[src/pmr_pkg.sv]
package pmr_pkg;

    // Register indices on the management interface.
    localparam logic [4:0] PMR_IDENT_HIGH   = 5'h02;
    localparam logic [4:0] PMR_IDENT_LOW    = 5'h03;
    localparam logic [4:0] PMR_ADVERTISE    = 5'h04;
    localparam logic [4:0] PMR_PARTNER      = 5'h05;
    localparam logic [4:0] PMR_CONFIG_ONE   = 5'h10;
    localparam logic [4:0] PMR_CONFIG_TWO   = 5'h11;
    localparam logic [4:0] PMR_EVENT_STATUS = 5'h12;
    localparam logic [4:0] PMR_EVENT_MASK   = 5'h13;
    localparam logic [4:0] PMR_FACTORY      = 5'h14;

    // Identifier values; the values are arbitrary.
    localparam logic [15:0] PMR_ID_HIGH_VAL = 16'h1234;
    localparam logic [5:0]  PMR_ID_OUI_VAL  = 6'h2a;
    localparam logic [5:0]  PMR_ID_MODEL    = 6'h15;
    localparam logic [3:0]  PMR_ID_REV      = 4'h1;

    // Reset values.
    localparam logic [15:0] PMR_ADV_RESET   = 16'h01e1;
    localparam logic [15:0] PMR_CFG1_RESET  = 16'h0022;
    localparam logic [15:0] PMR_CFG2_RESET  = 16'hff00;
    localparam logic [15:0] PMR_MASK_RESET  = 16'hffc0;
    localparam logic [15:0] PMR_FACT_RESET  = 16'h00a0;
    localparam logic [15:0] PMR_STAT_RESET  = 16'h0080;

    // Writable bits of each register.
    localparam logic [15:0] PMR_ADV_WMASK   = 16'ha1e1;
    localparam logic [15:0] PMR_CFG1_WMASK  = 16'he7ff;
    localparam logic [15:0] PMR_CFG2_WMASK  = 16'h003f;
    localparam logic [15:0] PMR_MASK_WMASK  = 16'hffc0;

    // Field positions.
    localparam int PMR_ADV_NP    = 15;
    localparam int PMR_ADV_ACK   = 14;
    localparam int PMR_ADV_RF    = 13;
    localparam int PMR_C1_LNKOFF = 15;
    localparam int PMR_C1_TXOFF  = 14;
    localparam int PMR_C1_TXSLP  = 13;
    localparam int PMR_C1_BYP    = 10;
    localparam int PMR_C1_IDLE   = 9;
    localparam int PMR_C1_EQOFF  = 8;
    localparam int PMR_C2_POLOFF = 5;
    localparam int PMR_C2_BABOFF = 4;
    localparam int PMR_C2_MULTI  = 3;
    localparam int PMR_C2_IRQP   = 2;
    localparam int PMR_ST_CHANGE = 15;

endpackage

[src/pmr_regs.sv]
`timescale 1ns/1ps
// Contract
// Identifier is 32 read-only bits in registers 2 and 3, unchanged by reset.
// Register 3 holds company bits 15-10, model 9-4, revision 3-0.
// Advertisement word goes to the partner; default advertises four modes plus selector.
// Next-page request bit tells the partner next pages are wanted.
// Acknowledge bit is read-only, driven by negotiation on partner word receipt.
// Remote-fault bit is carried in advertised frames.
// Only supported ability modes may be set by software.
// Register 5 mirrors the partner word, read-only, reset zero.
// Config one: link detect off, transmitter off, transmitter sleep controls.
// Scrambler bypass affects both scrambler and descrambler.
// Plain idle reject blocks negotiation with unscrambled-idle partners.
// Equalizer off disables equalizer, zero length; on only at 100 Mbps.
// Software writes zero to reserved bits of config one.
// Config two upper byte reads ones; polarity fix off disables correction.
// Babble check off disables jabber detection.
// Multi register access bit enables multiple-register access.
// Line pulse bit enables interrupt pulses on idle management line.
// Change flag reads one when any status bit changed since last read.
// Status latches link, sync, code, delimiter, polarity, babble events.
// Speed result one at 100 Mbps; duplex result one at full duplex.
// Mask bits suppress matching interrupts; all ten reset to one.
// Registers reached over management frames, also while isolated.
// Latched status holds until read, then clears if condition gone.
// Interrupt rises on unmasked change, drops after status read.
module pmr_regs
    import pmr_pkg::*;
(
    input  wire logic        clk,
    input  wire logic        rst_n,
    input  wire logic        mgmt_valid,
    input  wire logic        mgmt_write,
    input  wire logic [4:0]  mgmt_addr,
    input  wire logic [15:0] mgmt_wdata,
    output logic      [15:0] mgmt_rdata,
    output logic             mgmt_rvalid,
    input  wire logic        an_ack_in,
    input  wire logic        an_partner_load,
    input  wire logic [15:0] an_partner_word,
    input  wire logic        ev_link_lost,
    input  wire logic        ev_desc_unlocked,
    input  wire logic        ev_bad_code_group,
    input  wire logic        ev_start_delim_error,
    input  wire logic        ev_end_delim_error,
    input  wire logic        ev_polarity_flipped,
    input  wire logic        ev_babble_detect,
    input  wire logic        speed_100,
    input  wire logic        duplex_full,
    output logic      [15:0] adv_word,
    output logic             next_page_request,
    output logic             remote_fault_adv,
    output logic             link_detect_off,
    output logic             tp_tx_off,
    output logic             tp_tx_sleep,
    output logic             scrambler_bypass,
    output logic             plain_idle_reject,
    output logic             equalizer_off,
    output logic             equalizer_on,
    output logic             polarity_fix_off,
    output logic             babble_check_off,
    output logic             multi_register_access,
    output logic             mgmt_line_irq_pulse,
    output logic             irq_pending
);
    import pmr_pkg::*;

    typedef struct packed {
        logic [15:0] adv;
        logic [15:0] partner;
        logic [15:0] cfg1;
        logic [15:0] cfg2;
        logic [15:0] mask;
        logic [15:0] fact;
        logic        change;
        logic        irq;
        logic [15:0] rdata;
        logic        rvalid;
    } pmr_state_s;

    pmr_state_s st_reg;
    pmr_state_s st_next;

    logic        wr_en;
    logic        rd_stat;
    logic [8:0]  cond;
    logic [8:0]  latched;
    logic [9:0]  stat_bits;
    logic [9:0]  stat_prev_reg;
    logic [9:0]  changed;
    logic [15:0] stat_word;

    // Writable-bit merge, used for every writable register except the factory register, which takes the whole word.
    function automatic logic [15:0] pmr_merge(input logic [15:0] old, input logic [15:0] wd,
                                              input logic [15:0] wm);
        pmr_merge = (old & ~wm) | (wd & wm);
    endfunction

    assign wr_en   = mgmt_valid && mgmt_write;
    assign rd_stat = mgmt_valid && !mgmt_write && (mgmt_addr == PMR_EVENT_STATUS);

    // Event conditions; babble detection is gated by the disable bit.
    assign cond = {ev_link_lost, ev_desc_unlocked, ev_bad_code_group, ev_start_delim_error,
                   ev_end_delim_error, ev_polarity_flipped,
                   ev_babble_detect && !st_reg.cfg2[PMR_C2_BABOFF],
                   speed_100, duplex_full};

    pmr_event_latch u_latch (
        .clk      (clk),
        .rst_n    (rst_n),
        .cond     (cond),
        .rd_clear (rd_stat),
        .latched  (latched)
    );

    // Speed and duplex show the present mode directly.
    assign stat_bits = {1'b0, latched[8:2], speed_100, duplex_full};
    assign changed   = stat_bits ^ stat_prev_reg;
    assign stat_word = {st_reg.change, stat_bits[8:0], 6'h00};

    // Previous status snapshot for change detection.
    // A read takes the flags that were latched and still hold their condition, so the clear itself is no change.
    always_ff @(posedge clk) begin
        if (!rst_n) begin
            stat_prev_reg <= PMR_STAT_RESET[15:6];
        end else if (rd_stat) begin
            stat_prev_reg <= {1'b0, latched[8:2] & cond[8:2], speed_100, duplex_full};
        end else begin
            stat_prev_reg <= stat_bits;
        end
    end

    // Register writes, partner capture, change flag, interrupt and read data.
    always_comb begin
        st_next        = st_reg;
        st_next.rvalid = mgmt_valid && !mgmt_write;
        if (an_partner_load) begin
            st_next.partner = an_partner_word;
        end
        if (wr_en) begin
            case (mgmt_addr)
                PMR_ADVERTISE: begin
                    st_next.adv = pmr_merge(st_reg.adv, mgmt_wdata, PMR_ADV_WMASK);
                end
                PMR_CONFIG_ONE: begin
                    st_next.cfg1 = pmr_merge(st_reg.cfg1, mgmt_wdata, PMR_CFG1_WMASK);
                end
                PMR_CONFIG_TWO: begin
                    st_next.cfg2 = pmr_merge(st_reg.cfg2, mgmt_wdata, PMR_CFG2_WMASK);
                end
                PMR_EVENT_MASK: begin
                    st_next.mask = pmr_merge(st_reg.mask, mgmt_wdata, PMR_MASK_WMASK);
                end
                PMR_FACTORY: begin
                    st_next.fact = mgmt_wdata;
                end
                default: begin
                    st_next.fact = st_reg.fact;
                end
            endcase
        end
        // A change in the same cycle as the read wins over the clear.
        if (rd_stat) begin
            st_next.change = 1'b0;
            st_next.irq    = 1'b0;
        end
        if (|changed[8:0]) begin
            st_next.change = 1'b1;
        end
        if (|(changed[8:0] & ~st_reg.mask[14:6]) || ((|changed[8:0]) && !st_reg.mask[15])) begin
            st_next.irq = 1'b1;
        end
        // Read data mux.
        case (mgmt_addr)
            PMR_IDENT_HIGH:   st_next.rdata = PMR_ID_HIGH_VAL;
            PMR_IDENT_LOW:    st_next.rdata = {PMR_ID_OUI_VAL, PMR_ID_MODEL, PMR_ID_REV};
            PMR_ADVERTISE:    st_next.rdata = {st_reg.adv[15], an_ack_in, st_reg.adv[13:0]};
            PMR_PARTNER:      st_next.rdata = st_reg.partner;
            PMR_CONFIG_ONE:   st_next.rdata = st_reg.cfg1;
            PMR_CONFIG_TWO:   st_next.rdata = st_reg.cfg2 | PMR_CFG2_RESET;
            PMR_EVENT_STATUS: st_next.rdata = stat_word;
            PMR_EVENT_MASK:   st_next.rdata = st_reg.mask;
            PMR_FACTORY:      st_next.rdata = st_reg.fact;
            default:          st_next.rdata = 16'h0000;
        endcase
    end

    // State register; identifiers are constants so any reset leaves them as they were.
    always_ff @(posedge clk) begin
        if (!rst_n) begin
            st_reg         <= '0;
            st_reg.adv     <= PMR_ADV_RESET;
            st_reg.cfg1    <= PMR_CFG1_RESET;
            st_reg.cfg2    <= PMR_CFG2_RESET;
            st_reg.mask    <= PMR_MASK_RESET;
            st_reg.fact    <= PMR_FACT_RESET;
        end else begin
            st_reg <= st_next;
        end
    end

    // Control outputs steered by the written registers.
    assign adv_word              = {st_reg.adv[15], an_ack_in, st_reg.adv[13:0]};
    assign next_page_request     = st_reg.adv[PMR_ADV_NP];
    assign remote_fault_adv      = st_reg.adv[PMR_ADV_RF];
    assign link_detect_off       = st_reg.cfg1[PMR_C1_LNKOFF];
    assign tp_tx_off             = st_reg.cfg1[PMR_C1_TXOFF];
    assign tp_tx_sleep           = st_reg.cfg1[PMR_C1_TXSLP];
    assign scrambler_bypass      = st_reg.cfg1[PMR_C1_BYP];
    assign plain_idle_reject     = st_reg.cfg1[PMR_C1_IDLE];
    assign equalizer_off         = st_reg.cfg1[PMR_C1_EQOFF];
    assign equalizer_on          = !st_reg.cfg1[PMR_C1_EQOFF] && speed_100;
    assign polarity_fix_off      = st_reg.cfg2[PMR_C2_POLOFF];
    assign babble_check_off      = st_reg.cfg2[PMR_C2_BABOFF];
    assign multi_register_access = st_reg.cfg2[PMR_C2_MULTI];
    assign mgmt_line_irq_pulse   = st_reg.cfg2[PMR_C2_IRQP] && st_reg.irq;
    assign irq_pending           = st_reg.irq;
    assign mgmt_rdata            = st_reg.rdata;
    assign mgmt_rvalid           = st_reg.rvalid;

    // Assertions.
    a_ident_const: assert property (@(posedge clk) disable iff (!rst_n)
        mgmt_rvalid && $past(mgmt_addr) == PMR_IDENT_LOW |-> mgmt_rdata[9:4] == PMR_ID_MODEL)
        else $error("identifier model field wrong");
    a_mask_reset: assert property (@(posedge clk) $past(!rst_n) |-> st_reg.mask == PMR_MASK_RESET)
        else $error("mask reset value wrong");
    a_adv_protect: assert property (@(posedge clk) disable iff (!rst_n)
        (st_reg.adv & ~PMR_ADV_WMASK) == (PMR_ADV_RESET & ~PMR_ADV_WMASK))
        else $error("unsupported advertisement bit set");
    a_cfg2_ones: assert property (@(posedge clk) disable iff (!rst_n)
        mgmt_rvalid && $past(mgmt_addr) == PMR_CONFIG_TWO |-> mgmt_rdata[15:8] == 8'hff)
        else $error("config two upper byte not ones");
    a_change_sets: assert property (@(posedge clk) disable iff (!rst_n)
        |changed[8:0] |=> st_reg.change) else $error("change flag not set");
    a_irq_masked: assert property (@(posedge clk) disable iff (!rst_n)
        st_reg.mask == 16'hffc0 && !st_reg.irq && !(|changed[8:0] && !st_reg.mask[15]) |=> !st_reg.irq)
        else $error("interrupt raised while masked");
    a_irq_clear: assert property (@(posedge clk) disable iff (!rst_n)
        rd_stat && !(|changed[8:0]) |=> !st_reg.irq) else $error("interrupt not dropped by read");
    a_pulse_gate: assert property (@(posedge clk) disable iff (!rst_n)
        !st_reg.cfg2[PMR_C2_IRQP] |-> !mgmt_line_irq_pulse) else $error("line pulse while disabled");
    a_speed_live: assert property (@(posedge clk) disable iff (!rst_n)
        stat_word[7] == speed_100) else $error("speed result mismatch");
    c_status_read: cover property (@(posedge clk) disable iff (!rst_n) rd_stat && st_reg.change);
    c_irq_raise:   cover property (@(posedge clk) disable iff (!rst_n) $rose(st_reg.irq));
    c_adv_write:   cover property (@(posedge clk) disable iff (!rst_n) wr_en && mgmt_addr == PMR_ADVERTISE);
    c_masked_evt:  cover property (@(posedge clk) disable iff (!rst_n) (|changed[8:0]) && st_reg.mask[15]);
    a_read_answer: assert property (@(posedge clk) disable iff (!rst_n)
        mgmt_valid && !mgmt_write |=> mgmt_rvalid) else $error("read not answered");
    a_clear_quiet: assert property (@(posedge clk) disable iff (!rst_n)
        rd_stat && !(|changed[8:0]) && !(|(cond[8:2] & ~latched[8:2])) |=> !st_reg.change)
        else $error("change flag set by a read clear");
endmodule

[src/pmr_event_latch.sv]
`timescale 1ns/1ps
module pmr_event_latch (
    input  wire logic        clk,
    input  wire logic        rst_n,
    input  wire logic [8:0]  cond,
    input  wire logic        rd_clear,
    output logic      [8:0]  latched
);
    typedef struct packed {
        logic [8:0] lat;
    } pmr_lat_s;

    pmr_lat_s st_reg;
    pmr_lat_s st_next;

    // A flag follows its condition, holds after an event, and clears on read only when the condition is gone.
    always_comb begin
        st_next = st_reg;
        if (rd_clear) begin
            st_next.lat = cond;
        end else begin
            st_next.lat = st_reg.lat | cond;
        end
    end

    // State register.
    always_ff @(posedge clk) begin
        if (!rst_n) begin
            st_reg <= '0;
        end else begin
            st_reg <= st_next;
        end
    end

    assign latched = st_reg.lat;
endmodule

[config.mk]
export PLATFORM = sky130hd
export DESIGN_NAME = pmr_regs
export DESIGN_NICKNAME = d
export VERILOG_FILES = /design/src/pmr_pkg.sv /design/src/pmr_regs.sv /design/src/pmr_event_latch.sv
export SDC_FILE = /design/constraint.sdc
export NUM_CORES = 1
export LEC_CHECK = 0
export ABC_CLOCK_PERIOD_IN_PS = 4100
export BUFFER_PORTS_ARGS = -buffer_cell sky130_fd_sc_hd__buf_2
export CORE_MARGIN = 4
export CORE_UTILIZATION = 59
export DETAILED_ROUTE_END_ITERATION = 10
export PLACE_DENSITY = 0.89
export SETUP_SLACK_MARGIN = 0.4
export SLEW_MARGIN = 20
export SYNTH_ARGS = -nofsm -noshare
export SYNTH_HDL_FRONTEND = slang
export SYNTH_SLANG_ARGS = --single-unit
[constraint.sdc]
create_clock -name clk -period 4.1 [get_ports clk]
set_input_delay 0.82 -clock clk [delete_from_list [all_inputs] [get_ports clk]]
set_output_delay 0.82 -clock clk [all_outputs]
set_load 0.01 [all_outputs]
Word level (Yosys, flattened, before mapping)
Cells that the tools add are included.
- output and inout bits: 47
- logic and storage cells: 57
- bits in registers: 133
- bitwise logic cells: 9
- equal/unequal tests: 9
- reductions and logical operators: 21
- mux-type cells: 6
- operator list (kind ; number):
    $pmux W16 S9 ; 1
    $eq A5 B5 Y1 const B ; 5
    $mux W9 ; 2
    $reduce_or A9 Y1 ; 2
    $or A13 B16 Y16 ; 1
    $or A15 B16 Y16 ; 1
    $or A16 B6 Y16 ; 1
    $or A6 B16 Y16 ; 1
    $eq A5 B2 Y1 const B ; 2
    $eq A5 B3 Y1 const B ; 2
    $reduce_and A2 Y1 ; 5
    $and A9 B9 Y9 ; 1
    $not A9 Y9 ; 1
    $or A9 B9 Y9 ; 1
    $xor A9 B9 Y9 ; 1
    $and A7 B7 Y7 ; 1
    $logic_and A1 B1 Y1 ; 7
    $logic_not A1 Y1 ; 4
    $reduce_bool A2 Y1 ; 2
    $mux W1 ; 2
    $mux W2 ; 1
    $logic_or A1 B1 Y1 ; 1

Longest topological paths before layout
- depth in word-level cells: 5
- mapped depth: 7
- depth with buffers taken out: 4

Hierarchy
A second synthesis with hierarchy kept.
- cells, all modules: 513
- area, all modules: 4712.0 µm²
- modules (own cells, without submodules) (module ; instances ; cells an instance ; seq. area each (µm²) ; area each (µm²)):
    pmr_regs ; 1 ; 485 ; 1941.9 ; 4403.0
    pmr_event_latch ; 1 ; 28 ; 180.2 ; 309.0

Worst setup path before layout
OpenSTA, ideal clock, no wires.
- kind: input port to flip-flop
- from: in mgmt_addr[1]
- to: reg st_reg[24] (netlist bit)
- cell stages on the path: 7
- library setup time: 0.137 ns
- path slack: 1.769 ns
- buffers on the path: 3
- data arrival time: 2.194 ns
- required time: 3.963 ns
- cells stage by stage: or4b_1 > buf_2 > or3_1 > buf_2 > buf_6 > nand2_1 > nand3_1
- longest elaborated chain between the ends: 2
- RTL lines (what ; line ; text):
    from (decl) ; pmr_regs.sv:34 ; input wire logic [4:0] mgmt_addr,
    $eq A5 B5 Y1 ; pmr_regs.sv:141 ; case (mgmt_addr)
    $reduce_and A2 Y1 (no source line) ; n/a ;
    to (signal assigned) ; pmr_regs.sv:198 ; st_reg <= st_next;
    to (decl) ; pmr_regs.sv:81 ; pmr_state_s st_reg;
Every way passes these cells.
A chain may end at the register's enable or synchronous reset.

Worst setup path after layout
- from: in mgmt_addr[0]
- to: reg st_reg[70] (netlist bit)
Same word-level chain as after synthesis.

==> flow_summary_export.csv <==
group,metric,value,unit
global_route,overflow,0,
floorplanning,row_count,32,
finish,ff_latch_area,2080,um2
timing,fin_worst_skew,0.0132,ns
worst_hold_path,hold_class,"reg2reg",
finish,multi_input_comb_area,2190,um2
detailed_routing,finalWirelength,12.6,mm
timing,finalSetupViolCount,0,
floorplanning,die_area,9380,um2
setup_path,worst_path_dominant_cell_family,"simple AND/OR/NAND/NOR gates",
setup_path,endpoint_kind,"flop",
logic_synthesis,yosys_warnings,0,
logic_synthesis,postSynth.asyncResetShare,0,
floorplanning,io_pins,99,
setup_path,cp.arrival,3.03,ns
finish,design.final.nets,618,
logic_synthesis,synth_enable_flop_cells,0,
floorplanning,start_util,0.606,
detailed_routing,via_count,4020,
setup_path,worstPathBufferInverterCount,2,
detailed_routing,routedWlPerCell,18.7,um
clock_network,clk_path_buf_depth,2,
setup_path,worst_setup_path_start_kind,"primary input",
clock_network,tritoncts,"yes",
timing,finalSetupTns,0,ns
logic_synthesis,synth_seq_cells,104,
placed_design,place.port_buffers,90,
finish,final_common_cell,"dfxtp_1",
finish,drive_above_1_share,0.212,
floorplanning,die_width,96.8,um
logic_synthesis,synthesized_cell_area,4660,um2
setup_path,crit_path_max_incr_delay,0.76,ns
setup_path,worst-setup-path-type,"in2reg",
placed_design,place_hpwl,8.80,mm
timing,finalHoldViolations,0,
global_route,grt_first_pass_wirelength,20.1,mm
finish,largest_register_ffs,54,
setup_path,critPathRequiredTime,4.34,ns
clock_network,number_of_sinks_handled_by_clock_tree_synthesis,104,
outcome,result_of_the_run,"complete, no violations",
setup_path,critical_path.cell_chain,"buf_2 -> or4b_1 -> nor3_4 -> buf_4 -> mux2i_1 -> nor2_1",
global_route,grt_start_max_net_pins,53,
floorplanning,core_region_area,7690,um2
run,drv.max_cap_violation_count,0,
power,vdd.ir_drop.worst,0.000188,V
timing,timing.final.crit_period,2.78,ns
finish,share_of_the_core_filled_with_cells_in_the_final_layout,0.665,
power,power_density,361,nW/um2
power,cellLeakagePower,0.00209,uW
finish,n_antenna_cell,0,
clock_network,clock-root-buffer,"clkbuf_8",
setup_path,timing.critical_path.slowest_stage_cell,"or4b_1",
detailed_routing,post_drt_via_cell_ratio,5.98,
detailed_routing,antenna_left,0,
timing,setup_repair_after_global_routing_missed_its_margin,"no",
clock_network,cts-htree-levels,3,
placed_design,place.gp.congestion,0.975,
clock_network,clock_latency,0.37,ns
logic_synthesis,yosys_most_used_dff,"dfxtp_1",
clock_network,cts-resized-gates,0,
floorplanning,die_height,96.8,um
global_route,grt_antenna_before_repair,0,
timing,worst_slew_margin_rel,0.494,
clock_network,cts_setup_buffers,0,
finish,fillers,625,
logic_synthesis,yosys.cell_types.count,51,
logic_synthesis,mean_instance_size_in_the_synthesized_netlist,9.06,um2
detailed_routing,number_of_drc_violations_after_detailed_routing,0,
detailed_routing,first_iter_violations,416,
timing,layout_worst_path_cycle_share,0.679,
timing,worst-slew-pin-transition,0.757,ns
logic_synthesis,syn-instance-count,514,
finish,layout.cells.most_common_list,"104 x dfxtp_1, 90 x buf_2, 64 x nand2_1",
timing,slew_viol_final,0,
timing,max_freq,359,MHz
clock_network,cts_clk_pin_slew_worst_paths,0.09,ns
setup_path,crit_fanout,32,
clock_network,cts_inserted_buffers,9,
global_route,number_of_global_route_vias_before_repair,3869,
clock_network,holdBufCountCts,0,
logic_synthesis,ys_seq_area_frac,0.447,
detailed_routing,drt-pass1-iter-count,6,
global_route,groute.usage.overall,0.267,
finish,areaGrowthSynthToFinish,9.75,%
[where the power goes]
group	internal [uW]	switching (uW)
clock	271	343
combinational	66.7	112
sequential	1030	19.2
total	1370	474
[layout make-up]
type	count	area share
multi-input combinational	347	0.428
sequential	104	0.407
timing repair buffer	96	0.0969
clock buffer	12	0.0323
tap	102	0.0250
inverter	8	0.00588
clock inverter	3	0.00490
[synth_stat cells, drive strengths merged, types with 2 or more instances]
master,instances,share of area
a211o,2,0.0038
a21o,2,0.0032
a21oi,41,0.044
a22oi,12,0.019
a31oi,9,0.012
a32oi,2,0.0038
and2,4,0.0054
and3,3,0.0040
buf,45,0.070
clkbuf,17,0.014
dfxtp,104,0.45
inv,7,0.0056
mux2,2,0.0048
mux2i,60,0.13
nand2,64,0.052
nand2b,5,0.0067
nand3,5,0.0054
nand3b,5,0.0081
nor2,56,0.046
nor2b,3,0.0040
nor3,10,0.020
nor3b,2,0.0032
nor4,2,0.0027
o211a,6,0.013
o211ai,3,0.0048
o21ai,10,0.011
o22ai,6,0.0081
or4b,2,0.0051
xnor2,9,0.017
[routing by layer]
layer	share of wire	wire (um)	up-vias	track usage
met2	0.46	5750	233	0.423
met4	0.032	397	0	0.118
li1	-	-	1850	-
met3	0.098	1230	42	0.0570
met1	0.41	5180	1895	0.350
met5	0	0	-	0
[metrics by stage]
stage / std cells / worst slack [ns] / instance area [um2] / total power [uW] / hold slack, ns
2_1_floorplan: 521 / 1.77 / 4680 / 1190 / 0.433
3_3_place_gp: 657 / 1.08 / 4920 / 1240 / 0.441
3_5_place_dp: 657 / 1.02 / 4920 / 1250 / 0.449
4_1_cts: 672 / 1.34 / 5110 / 1850 / 0.462
5_1_grt: 672 / 1.23 / 5110 / 1910 / 0.490
6_report: 672 / 1.32 / 5110 / 1850 / 0.463
[worst reg2reg max path, delay by kind of cell (launching register included)]
family / cells / cell delay, ns
XOR/XNOR: 1 / 0.26
AO/OA/AOI/OAI: 2 / 0.52
AND/OR/NAND/NOR: 1 / 0.12
flip-flops: 1 / 0.37
[cell families after synthesis]
family / count (synthesis) / share of synthesized area
and+or+nand+nor: 167 / 0.173
DFF: 104 / 0.447
AOI/OAI and AO/OA: 101 / 0.138
buffers and inverters: 70 / 0.0905
muxes: 62 / 0.134
xor gates and xnor gates: 9 / 0.0169
other: 1 / 0.000805
[final timing paths]
| check | startpoint | to | slack, ns | depth (start not counted) |
|---|---|---|---|---|
| worst max-delay path | mgmt_addr[0] | st_reg[70] | 1.32 | 6 |
| worst min-delay path | st_reg[34] | st_reg[34] | 0.46 | 2 |
| worst max register to register | u_latch.latched[7] | irq_pending | 2.69 | 4 |
| worst min register to register | st_reg[34] | st_reg[34] | 0.46 | 2 |
Power figures use the tool's default switching activity.
